==> src/shared/usart_pkg.sv <==
// Purpose: shared constants and types of the serial data port block
// Assumes: 32-bit register words, byte offsets on an 8-bit address
// Notes: control and interrupt bit layouts are local to this block
package usart_pkg;
  // ==========================================================
  // register offsets
  localparam logic [7:0] STATUS_OFS = 8'h00;
  localparam logic [7:0] DATA_OFS = 8'h04;
  localparam logic [7:0] BAUD_OFS = 8'h08;
  localparam logic [7:0] CTRL_OFS = 8'h0C;
  localparam logic [7:0] IRQ_STAT_OFS = 8'h10;
  localparam logic [7:0] IRQ_MASK_OFS = 8'h14;
  // ==========================================================
  // field positions
  localparam int MANT_LSB = 4;
  localparam int MANT_MSB = 19;
  localparam int FRAC_MSB = 3;
  localparam int DATA_MSB = 8;
  localparam int RX_FULL_BIT = 0;
  localparam int TX_EMPTY_BIT = 1;
  localparam int IRQ_RX_BIT = 0;
  localparam int IRQ_TX_BIT = 1;
  // ==========================================================
  // reset values and counts
  localparam logic [15:0] MANT_RESET = 16'h0000;
  localparam logic [3:0] FRAC_RESET = 4'h0;
  localparam logic [8:0] DATA_RESET = 9'h000;
  localparam logic [1:0] IRQ_RESET = 2'h0;
  localparam logic [4:0] OS_FULL = 5'h10;
  localparam logic [4:0] OS_HALF = 5'h08;
  localparam logic [3:0] BITS_EIGHT = 4'h8;
  localparam logic [3:0] BITS_NINE = 4'h9;
  // ==========================================================
  // control word carried between modules
  typedef struct packed {
    logic sync_select;
    logic half_oversample_select;
    logic nine_bit_select;
    logic rx_on;
    logic tx_on;
  } cfg_type;
  localparam cfg_type CFG_RESET = 5'h00;
endpackage

==> src/rtl/usart_data_port.sv <==
// Purpose: data port, baud divider and character engine of a transceiver
// Assumes: register strobes are single-cycle and never overlap
// Notes: parity and error flags are not part of this block
// Contract
// - one data port: read received, write transmit
// - bit 8 valid only async nine-bit
// - mantissa held in divider bits 19:4
// - fraction held in divider bits 3:0
// - zero fraction means mantissa-only division
// - eight-times oversampling ignores fraction bit 3
// - synchronous mode applies no fraction
// - data read clears receive full flag
// - write clears, shift load sets empty
// - character length eight or nine bits
// - sixteen or eight samples per bit
`timescale 1ns/100ps
module usart_data_port
  import usart_pkg::*;
(
  input wire logic clock_i,
  input wire logic rstn_i,
  input wire logic [7:0] addr_i,
  input wire logic [31:0] wdata_i,
  input wire logic wr_i,
  input wire logic rd_i,
  output logic [31:0] rdata_o,
  input wire logic rx_i,
  output logic tx_o,
  output logic sclk_o,
  output logic irq_o
);
  typedef enum logic [1:0] {TX_IDLE, TX_START, TX_DATA, TX_STOP} tx_state_type;
  typedef enum logic [1:0] {RX_IDLE, RX_START, RX_DATA, RX_STOP} rx_state_type;

  logic [1:0] rst_pipe_reg;
  logic rst_n;
  logic rx_meta_reg;
  logic rx_sync_reg;
  logic rx_prev_reg;
  cfg_type cfg_reg;
  logic [15:0] mant_reg;
  logic [3:0] frac_reg;
  logic [8:0] tx_hold_reg;
  logic [8:0] rx_data_reg;
  logic rx_full_flag;
  logic tx_empty_flag;
  logic [1:0] irq_stat_reg;
  logic [1:0] irq_mask_reg;
  logic tick;
  logic nine_active;
  logic [3:0] char_len;
  logic [4:0] os_len;
  logic wr_data;
  logic rd_data;
  logic tx_load;
  logic rx_done;
  tx_state_type tx_state_reg;
  rx_state_type rx_state_reg;
  logic [4:0] tx_os_reg;
  logic [3:0] tx_bit_reg;
  logic [8:0] tx_shift_reg;
  logic [4:0] rx_os_reg;
  logic [3:0] rx_bit_reg;
  logic [8:0] rx_shift_reg;
  logic tx_bit_end;
  logic rx_bit_end;
  logic rx_mid;

  // ==========================================================
  // reset release and line synchroniser
  always_ff @(posedge clock_i or negedge rstn_i)
  begin
    if (!rstn_i)
      rst_pipe_reg <= 2'h0;
    else
      rst_pipe_reg <= {rst_pipe_reg[0], 1'b1};
  end
  assign rst_n = rst_pipe_reg[1];

  // idle line is high, so the chain resets high
  always_ff @(posedge clock_i or negedge rst_n)
  begin
    if (!rst_n)
    begin
      rx_meta_reg <= 1'b1;
      rx_sync_reg <= 1'b1;
      rx_prev_reg <= 1'b1;
    end
    else
    begin
      rx_meta_reg <= rx_i;
      rx_sync_reg <= rx_meta_reg;
      rx_prev_reg <= rx_sync_reg;
    end
  end

  // ==========================================================
  // mode decode
  assign nine_active = cfg_reg.nine_bit_select && !cfg_reg.sync_select;
  assign char_len = nine_active ? BITS_NINE : BITS_EIGHT;
  assign os_len = cfg_reg.half_oversample_select ? OS_HALF : OS_FULL;
  assign wr_data = wr_i && addr_i == DATA_OFS;
  assign rd_data = rd_i && addr_i == DATA_OFS;
  // a load waits one cycle when a write lands, so the written character replaces the pending one
  assign tx_load = tx_state_reg == TX_IDLE && cfg_reg.tx_on
    && !tx_empty_flag && !wr_data;
  assign tx_bit_end = tick && tx_os_reg == os_len - 5'h01;
  assign rx_bit_end = tick && rx_os_reg == os_len - 5'h01;
  assign rx_mid = tick && rx_os_reg == {1'b0, os_len[4:1]} - 5'h01;

  baud_tick_gen u_baud
  (
    .clock_i(clock_i),
    .rst_n_i(rst_n),
    .run_i(cfg_reg.tx_on || cfg_reg.rx_on),
    .mantissa_i(mant_reg),
    .fraction_i(frac_reg),
    .cfg_i(cfg_reg),
    .tick_o(tick)
  );

  // ==========================================================
  // configuration registers
  always_ff @(posedge clock_i or negedge rst_n)
  begin
    if (!rst_n)
    begin
      mant_reg <= MANT_RESET;
      frac_reg <= FRAC_RESET;
    end
    else if (wr_i && addr_i == BAUD_OFS)
    begin
      mant_reg <= wdata_i[MANT_MSB:MANT_LSB];
      frac_reg <= wdata_i[FRAC_MSB:0];
    end
  end

  // timing changes take effect at once; software keeps rates fixed
  // while the engines run
  always_ff @(posedge clock_i or negedge rst_n)
  begin
    if (!rst_n)
      cfg_reg <= CFG_RESET;
    else if (wr_i && addr_i == CTRL_OFS)
      cfg_reg <= wdata_i[4:0];
  end

  always_ff @(posedge clock_i or negedge rst_n)
  begin
    if (!rst_n)
      irq_mask_reg <= IRQ_RESET;
    else if (wr_i && addr_i == IRQ_MASK_OFS)
      irq_mask_reg <= wdata_i[1:0];
  end

  // ==========================================================
  // transmit holding register and empty flag
  always_ff @(posedge clock_i or negedge rst_n)
  begin
    if (!rst_n)
    begin
      tx_hold_reg <= DATA_RESET;
      tx_empty_flag <= 1'b1;
    end
    else if (wr_data)
    begin
      tx_hold_reg <= {wdata_i[DATA_MSB] && nine_active, wdata_i[7:0]};
      tx_empty_flag <= 1'b0;
    end
    else if (tx_load)
      tx_empty_flag <= 1'b1;
  end

  // ==========================================================
  // transmit engine
  always_ff @(posedge clock_i or negedge rst_n)
  begin
    if (!rst_n)
    begin
      tx_state_reg <= TX_IDLE;
      tx_os_reg <= 5'h00;
      tx_bit_reg <= 4'h0;
      tx_shift_reg <= DATA_RESET;
      tx_o <= 1'b1;
    end
    else
    begin
      case (tx_state_reg)
        TX_IDLE:
        begin
          tx_os_reg <= 5'h00;
          if (tx_load)
          begin
            tx_shift_reg <= tx_hold_reg;
            tx_state_reg <= TX_START;
            tx_o <= 1'b0;
          end
        end
        TX_START:
        begin
          if (tick)
            tx_os_reg <= tx_bit_end ? 5'h00 : tx_os_reg + 5'h01;
          if (tx_bit_end)
          begin
            tx_bit_reg <= 4'h0;
            tx_o <= tx_shift_reg[0];
            tx_state_reg <= TX_DATA;
          end
        end
        TX_DATA:
        begin
          if (tick)
            tx_os_reg <= tx_bit_end ? 5'h00 : tx_os_reg + 5'h01;
          if (tx_bit_end)
          begin
            tx_bit_reg <= tx_bit_reg + 4'h1;
            tx_shift_reg <= {1'b0, tx_shift_reg[8:1]};
            if (tx_bit_reg == char_len - 4'h1)
            begin
              tx_o <= 1'b1;
              tx_state_reg <= TX_STOP;
            end
            else
              tx_o <= tx_shift_reg[1];
          end
        end
        TX_STOP:
        begin
          if (tick)
            tx_os_reg <= tx_bit_end ? 5'h00 : tx_os_reg + 5'h01;
          if (tx_bit_end)
            tx_state_reg <= TX_IDLE;
        end
        default:
          tx_state_reg <= TX_IDLE;
      endcase
    end
  end

  // bit clock only pulses during data bits, rising at mid-bit
  always_ff @(posedge clock_i or negedge rst_n)
  begin
    if (!rst_n)
      sclk_o <= 1'b1;
    else if (cfg_reg.sync_select && tx_state_reg == TX_DATA)
      sclk_o <= tx_os_reg >= {1'b0, os_len[4:1]};
    else
      sclk_o <= 1'b1;
  end

  // ==========================================================
  // receive engine, sampling at mid-bit
  always_ff @(posedge clock_i or negedge rst_n)
  begin
    if (!rst_n)
    begin
      rx_state_reg <= RX_IDLE;
      rx_os_reg <= 5'h00;
      rx_bit_reg <= 4'h0;
      rx_shift_reg <= DATA_RESET;
    end
    else
    begin
      case (rx_state_reg)
        RX_IDLE:
        begin
          rx_os_reg <= 5'h00;
          if (cfg_reg.rx_on && rx_prev_reg && !rx_sync_reg)
            rx_state_reg <= RX_START;
        end
        RX_START:
        begin
          if (tick)
            rx_os_reg <= rx_os_reg + 5'h01;
          if (rx_mid)
          begin
            rx_os_reg <= 5'h00;
            rx_bit_reg <= 4'h0;
            // a glitch shorter than half a bit is dropped
            rx_state_reg <= rx_sync_reg ? RX_IDLE : RX_DATA;
          end
        end
        RX_DATA:
        begin
          if (tick)
            rx_os_reg <= rx_bit_end ? 5'h00 : rx_os_reg + 5'h01;
          if (rx_bit_end)
          begin
            rx_shift_reg <= {rx_sync_reg, rx_shift_reg[8:1]};
            rx_bit_reg <= rx_bit_reg + 4'h1;
            if (rx_bit_reg == char_len - 4'h1)
              rx_state_reg <= RX_STOP;
          end
        end
        RX_STOP:
        begin
          if (tick)
            rx_os_reg <= rx_bit_end ? 5'h00 : rx_os_reg + 5'h01;
          if (rx_bit_end)
            rx_state_reg <= RX_IDLE;
        end
        default:
          rx_state_reg <= RX_IDLE;
      endcase
    end
  end

  assign rx_done = rx_state_reg == RX_STOP && rx_bit_end;

  // new character overwrites an unread one
  always_ff @(posedge clock_i or negedge rst_n)
  begin
    if (!rst_n)
      rx_data_reg <= DATA_RESET;
    else if (rx_done)
      rx_data_reg <= nine_active ? rx_shift_reg
        : {1'b0, rx_shift_reg[8:1]};
  end

  // set wins over the read that clears
  always_ff @(posedge clock_i or negedge rst_n)
  begin
    if (!rst_n)
      rx_full_flag <= 1'b0;
    else if (rx_done)
      rx_full_flag <= 1'b1;
    else if (rd_data)
      rx_full_flag <= 1'b0;
  end

  // ==========================================================
  // interrupt status, write one to clear, set wins
  always_ff @(posedge clock_i or negedge rst_n)
  begin
    if (!rst_n)
      irq_stat_reg <= IRQ_RESET;
    else
    begin
      if (rx_done)
        irq_stat_reg[IRQ_RX_BIT] <= 1'b1;
      else if (wr_i && addr_i == IRQ_STAT_OFS && wdata_i[IRQ_RX_BIT])
        irq_stat_reg[IRQ_RX_BIT] <= 1'b0;
      if (tx_load)
        irq_stat_reg[IRQ_TX_BIT] <= 1'b1;
      else if (wr_i && addr_i == IRQ_STAT_OFS && wdata_i[IRQ_TX_BIT])
        irq_stat_reg[IRQ_TX_BIT] <= 1'b0;
    end
  end

  always_ff @(posedge clock_i or negedge rst_n)
  begin
    if (!rst_n)
      irq_o <= 1'b0;
    else
      irq_o <= |(irq_stat_reg & irq_mask_reg);
  end

  // ==========================================================
  // read port, data valid the cycle after the strobe only
  always_ff @(posedge clock_i or negedge rst_n)
  begin
    if (!rst_n)
      rdata_o <= 32'h0000_0000;
    else if (!rd_i)
      rdata_o <= 32'h0000_0000;
    else
    begin
      case (addr_i)
        STATUS_OFS:
          rdata_o <= {30'h0, tx_empty_flag, rx_full_flag};
        DATA_OFS:
          rdata_o <= {23'h0, rx_data_reg};
        BAUD_OFS:
          rdata_o <= {12'h000, mant_reg, frac_reg};
        CTRL_OFS:
          rdata_o <= {27'h0, cfg_reg};
        IRQ_STAT_OFS:
          rdata_o <= {30'h0, irq_stat_reg};
        IRQ_MASK_OFS:
          rdata_o <= {30'h0, irq_mask_reg};
        default:
          rdata_o <= 32'h0000_0000;
      endcase
    end
  end
endmodule

==> src/rtl/baud_tick_gen.sv <==
// Purpose: fractional divider making one oversampling tick per interval
// Assumes: mantissa and fraction stable while running
// Notes: mantissa of zero is treated as one
`timescale 1ns/100ps
module baud_tick_gen
  import usart_pkg::*;
(
  input wire logic clock_i,
  input wire logic rst_n_i,
  input wire logic run_i,
  input wire logic [15:0] mantissa_i,
  input wire logic [3:0] fraction_i,
  input wire usart_pkg::cfg_type cfg_i,
  output logic tick_o
);
  logic [3:0] frac_eff;
  logic [3:0] acc_reg;
  logic [4:0] sum;
  logic [15:0] mant_eff;
  logic [16:0] limit;
  logic [16:0] cnt_reg;

  // ==========================================================
  // fraction qualification
  always_comb
  begin
    if (cfg_i.sync_select)
      frac_eff = 4'h0;
    else if (cfg_i.half_oversample_select)
      frac_eff = {1'b0, fraction_i[FRAC_MSB-1:0]};
    else
      frac_eff = fraction_i;
  end

  // interval is mantissa plus one extra cycle on each fraction carry
  assign sum = {1'b0, acc_reg} + {1'b0, frac_eff};
  assign mant_eff = (mantissa_i == 16'h0000) ? 16'h0001 : mantissa_i;
  assign limit = {1'b0, mant_eff} + {16'h0000, sum[4]};

  always_ff @(posedge clock_i or negedge rst_n_i)
  begin
    if (!rst_n_i)
    begin
      cnt_reg <= 17'h00000;
      acc_reg <= 4'h0;
      tick_o <= 1'b0;
    end
    else if (!run_i)
    begin
      cnt_reg <= 17'h00000;
      acc_reg <= 4'h0;
      tick_o <= 1'b0;
    end
    else if (cnt_reg + 17'h00001 >= limit)
    begin
      cnt_reg <= 17'h00000;
      acc_reg <= sum[3:0];
      tick_o <= 1'b1;
    end
    else
    begin
      cnt_reg <= cnt_reg + 17'h00001;
      tick_o <= 1'b0;
    end
  end
endmodule

==> config.mk <==
export PLATFORM = sky130hd
export DESIGN_NAME = usart_data_port
export DESIGN_NICKNAME = d
export VERILOG_FILES = /design/src/shared/usart_pkg.sv /design/src/rtl/usart_data_port.sv /design/src/rtl/baud_tick_gen.sv
export SDC_FILE = /design/constraint.sdc
export NUM_CORES = 1
export LEC_CHECK = 0
export ABC_AREA = 1
export BUFFER_PORTS_ARGS = -buffer_cell sky130_fd_sc_hd__buf_2
export CAP_MARGIN = 0
export CORE_UTILIZATION = 55
export DETAILED_ROUTE_END_ITERATION = 12
export HOLD_SLACK_MARGIN = 0.12
export PLACE_DENSITY = 0.82
export RECOVER_POWER = 50
export SLEW_MARGIN = 30
export SYNTH_ARGS = -nofsm -noshare
export SYNTH_HDL_FRONTEND = slang
export SYNTH_SLANG_ARGS = --single-unit
==> constraint.sdc <==
create_clock -name clock_i -period 7 [get_ports clock_i]
set_clock_uncertainty 0.2 [all_clocks]
set_input_delay 0.7 -clock clock_i [delete_from_list [all_inputs] [get_ports clock_i]]
set_output_delay 0.7 -clock clock_i [all_outputs]
set_load 0.02 [all_outputs]
Word level (Yosys, flattened, before mapping):

Cells that the tools add are included.

* add/sub/neg operators: 10
* order comparisons: 2
* equal/unequal tests: 30
* muxes and demuxes: 58
* bitwise operators: 1
* reductions and logical operators: 48

Operators by type and width (count)
* case mux 20 bit (6 select lines): 1
* two-way mux 5 bit: 7
* two-way mux 17 bit: 2
* two-way mux 32 bit: 1
* two-way mux 4 bit: 8
* two-way mux 9 bit: 3
* two-way mux 2 bit: 11
* != test 2 bit (second input constant): 11
* logical AND 1 bit: 20
* case mux 9 bit (2 select lines): 1
* adder 16 x 1 -> 17 bit: 1
* adder 17 x 1 -> 17 bit (second input constant): 1
* >= comparator 17 bit: 1
* == test 8 x 4 -> 1 bit (second input constant): 2
* == test 8 x 5 -> 1 bit (second input constant): 2
* zero test 16 bit: 1
* two-way mux 1 bit: 16
* two-way mux 16 bit: 1
* case mux 2 bit (4 select lines): 2
* case mux 4 bit (2 select lines): 2
* == test 5 bit: 3
* case mux 5 bit (3 select lines): 1
* nonzero test 2 bit: 7
* adder 5 x 1 -> 5 bit (second input constant): 2
* other kinds (26): 42

* register bits after elaboration: 151
* bits of input ports: 45
* output and inout bits: 35
* logic and storage cells: 182

Longest topological paths before layout:

* depth after elaboration: 8
* gate-level depth with buffers: 24

Hierarchy:

Synthesis repeated with hierarchy kept, for this count alone.

* cell total of the unflattened synthesis: 914
* area, all modules: 7639.8 sq um

By module, submodules not included
* usart_data_port: times used 1, cells an instance 629, area each 5550.3 sq um
* baud_tick_gen: times used 1, cells an instance 285, area each 2089.5 sq um

Least setup slack after synthesis:

Ideal clock, no wire load.

* path type: register -> register
* from: register cfg_reg[4] (netlist name)
* to: register u_baud.cnt_reg[14]
* setup time: 0.123 ns
* data arrival time: 3.508 ns
* required time: 6.677 ns
* setup slack: 3.170 ns
* stages on the path, launching flop included: 25
* buffers on the path: 2
* clock period less this slack: 3.830 ns
* cells stage by stage: dfrtp_1 buf_2 nor2_1 ha_1 inv_1 fa_1 o21ai_0 ha_1 nand3_1 nor2_1 nand3_1 nor2_2 nand4_1 xor2_1 ha_1 nand2_1 nor2_1 inv_1 nor2_1 nand2_1 nand2_1 nor2_4 nand3_2 buf_2 nor2_1

* word-level cells in the longest chain between the ends: 6

Ends and longest elaborated chain
* from (decl): line usart_data_port.sv:40 `cfg_type cfg_reg;`
* from (signal assigned): line usart_data_port.sv:145 `cfg_reg <= wdata_i[4:0];`
* two-way mux 4 bit: line baud_tick_gen.sv:27 `if (cfg_i.sync_select)`
* adder 4 x 4 -> 5 bit: line baud_tick_gen.sv:36 `assign sum = {1'b0, acc_reg} + {1'b0, frac_eff};`
* adder 16 x 1 -> 17 bit: line baud_tick_gen.sv:38 `assign limit = {1'b0, mant_eff} + {16'h0000, sum[4]};`
* >= comparator 17 bit: line baud_tick_gen.sv:54 `else if (cnt_reg + 17'h00001 >= limit)`
* two-way mux 17 bit: line baud_tick_gen.sv:54
* two-way mux 17 bit: line baud_tick_gen.sv:48 `else if (!run_i)`
* to (signal assigned): line baud_tick_gen.sv:62 `cnt_reg <= cnt_reg + 17'h00001;`
* to (decl): line baud_tick_gen.sv:21 `logic [16:0] cnt_reg;`

Every way passes these cells.
A chain may end at the register's enable or synchronous reset.

Worst setup path after layout:

* from: register cfg_reg[4] (netlist name)
* to: register u_baud.cnt_reg[15]

The elaborated chain is that of the path after synthesis.

==> qor.csv <==
metric,value,unit
drive_above_1_share,8.94,%
min_period,4.44,ns
cts_made_buffers,17,
grt_max_degree,75,
tightest_slew,2.16,ns
fin_area,8380,um2
slowest_stage,dfrtp_1,
clkLatencyLatePin,0.43,ns
cts-root-buf,clkbuf_16,
dr.pass1.iters,6,
ys_ff_latch,139,
cp-end-kind,flip-flop,
post-place-ws,2.64,ns
setup_ws,2.56,ns
avgSynthCellArea,8.07,um2
r2r_start,cfg_reg[4],
die_area,14200,um2
dp.cells,1149,
maxSlewViolCount,42,
p_per_area,236,nW/um2
grt_pass1_wl,27.4,mm
worst_hold_slack,0.149,ns
setup_tns,0,ns
largest_reg_flops,20,
cp-start-kind,flip-flop,
yosysWarnings,0,
numPortBuffers,55,
slowest_delay,0.48,ns
syn_area,7550,um2
cts.sinks,139,
crit_family,simple AND/OR/NAND/NOR gates,
core_area,13300,um2
status,"complete, but fails checks",
drt-met1-wl,7.25,mm
ir_worst_vdd,0.155,mV
max_cap_viol_count,1,
setup_viol,0,
path_class,reg -> reg,
clk_pin_slew,0.06,ns
avgRoutedWirePerCell,14.0,um
yosysSeqAreaShare,46.2,%
fin_cells,1183,
worst-path-buf-inv,2,
place_hpwl,11.9,mm
power,1.97,mW
diodes,0,
p_leak,4.26,nW
rows,42,
drt_iter0_markers,542,
syn_inst,935,
drtAntennaViolNets,0,
via_count,6253,
grt_pass1_vias,5872,
arrival,4.58,ns
area_growth,11.1,%
final_common_cell,nand2_1,
cp_cell_sequence,nor2_1 > ha_1 > inv_1 > fa_1 > o21ai_0 > ha_1 > nand3_1 > nor2_1 > nand3_1 > nor2_2 > nand3_1 > xor2_1 > ha_1 > nand2_1 > inv_1 > nand2_1 > nand2_1 > nand2_1 > nand2_1 > nor2_4 > nand3_2 > nor2_1,
nets,1075,
cts_tree,done,
wl_met2,8.25,mm
start_util,56.8,%
vias_per_cell,5.29,
period_share,63.4,%
htreeDepth,4,
rsz0062_at_grt,no,
placed_cell_area,7910,um2
worst-path-max-fanout,17,
hold_start,rst_pipe_reg[0],
cts_setup_buffers,0,
worstPathRequired,7.15,ns
clk_path_buf_depth,2,
drc,0,
hold_viol,0,
overflow,0,
final_util,63.0,%
routed.top_layer,met4,
gp_congestion,0.895,
ys_types,46,
hp-class,reg -> reg,
final_cell_mix,"nand2_1 (225), inv_1 (133), dfrtp_1 (133)",
max-slew-margin-rel,-43.8,%
die_h,119,um
fmax,225,MHz
die_w,119,um
violations,"max-capacitance violations, max-slew violations",
grt_use_total,24.6,%
crit_top_cell,nand2_1,
grt_antenna_before_repair,0,
critPathLaunch,cfg_reg[4],
wl_met3,743,um
routed_wl,16.6,mm
io_pins,80,
report_power, final:
part           leakage (nW)  internal, mW  switching [mW]
clock                 0.260         0.491           0.340
sequential             1.78         0.846          0.0377
combinational          2.22        0.0820           0.178
cell families (layout without fill, tap and decap cells):
logic type / Yosys count / in the layout / synth area share, %
and+or+nand+nor: 437 / 437 / 25.5
buffers and inverters: 167 / 228 / 9.30
DFF: 139 / 139 / 46.2
AOI/OAI and AO/OA: 118 / 118 / 8.54
adders and majority gates: 36 / 36 / 6.07
xor gates and xnor gates: 27 / 27 / 3.13
muxes: 9 / 9 / 1.19
other: 2 / 13 / 0.0995
cell type report:
cell class              instances  area [um2]
clock inverters                13         103
multi-input cells             640        3340
repair buffers                 58         269
well taps                     176         220
flip-flops and latches        139        3490
inverters                     138         518
fillers                      1102        4910
clock buffers                  19         443
final timing paths:
kind	end	slack, ns	cells past startpoint
worst min-delay path	rst_pipe_reg[1]	0.15	0
min in group asynchronous	rx_shift_reg[4]	0.33	0
worst max register to register	u_baud.cnt_reg[15]	2.56	22
worst min register to register	rst_pipe_reg[1]	0.15	0
worst max-delay path	u_baud.cnt_reg[15]	2.56	22
max in group asynchronous	mant_reg[12]	3.12	2
what timing repair did:
item,4_1_cts,5_1_grt
hold buffers,1,0
gates resized for setup,0,0
endpoints found under the hold margin,2,0
setup endpoints to repair,0,0
synthesized netlist by cell type, drive strengths merged:
cell | instances | share of area [%]
nand2 | 228 | 12
a21o | 3 | 0.30
o211ai | 4 | 0.40
clkinv | 1 | 0.050
a22oi | 1 | 0.10
xnor2 | 5 | 0.58
a21oi | 24 | 1.6
ha | 35 | 5.8
a22o | 1 | 0.12
nor3 | 26 | 1.9
nor4b | 1 | 0.12
o21bai | 1 | 0.10
nand3 | 58 | 4.3
or2 | 1 | 0.083
buf | 27 | 2.3
inv | 137 | 6.8
nor2 | 100 | 5.6
nand4 | 17 | 1.4
and2 | 1 | 0.083
mux2i | 9 | 1.2
conb | 2 | 0.10
a31oi | 1 | 0.083
o22ai | 5 | 0.41
o21ai | 76 | 5.2
dfrtp | 133 | 44
clkbuf | 2 | 0.10
o31ai | 2 | 0.20
dfstp | 6 | 2.1
fa | 1 | 0.27
nor4 | 5 | 0.41
xor2 | 22 | 2.6
metal layers:
metal / GRT usage, % / up-vias
met5: 0 / -
met4: 8.78 / 0
met3: 5.17 / 31
met2: 40.6 / 166
met1: 32.0 / 2976
li1: - / 3080
worst reg2reg max path, cell delays in order (launching register included):
cell and delay [ns]:
dfrtp_1 0.48, nor2_1 0.16, ha_1 0.19, inv_1 0.06
fa_1 0.39, o21ai_0 0.19, ha_1 0.20, nand3_1 0.13
nor2_1 0.22, nand3_1 0.17, nor2_2 0.21, nand3_1 0.11
xor2_1 0.17, ha_1 0.28, nand2_1 0.06, inv_1 0.07
nand2_1 0.08, nand2_1 0.07, nand2_1 0.07, nand2_1 0.11
nor2_4 0.21, nand3_2 0.33, nor2_1 0.21
Note: power is estimated with default switching activity, not from simulation.
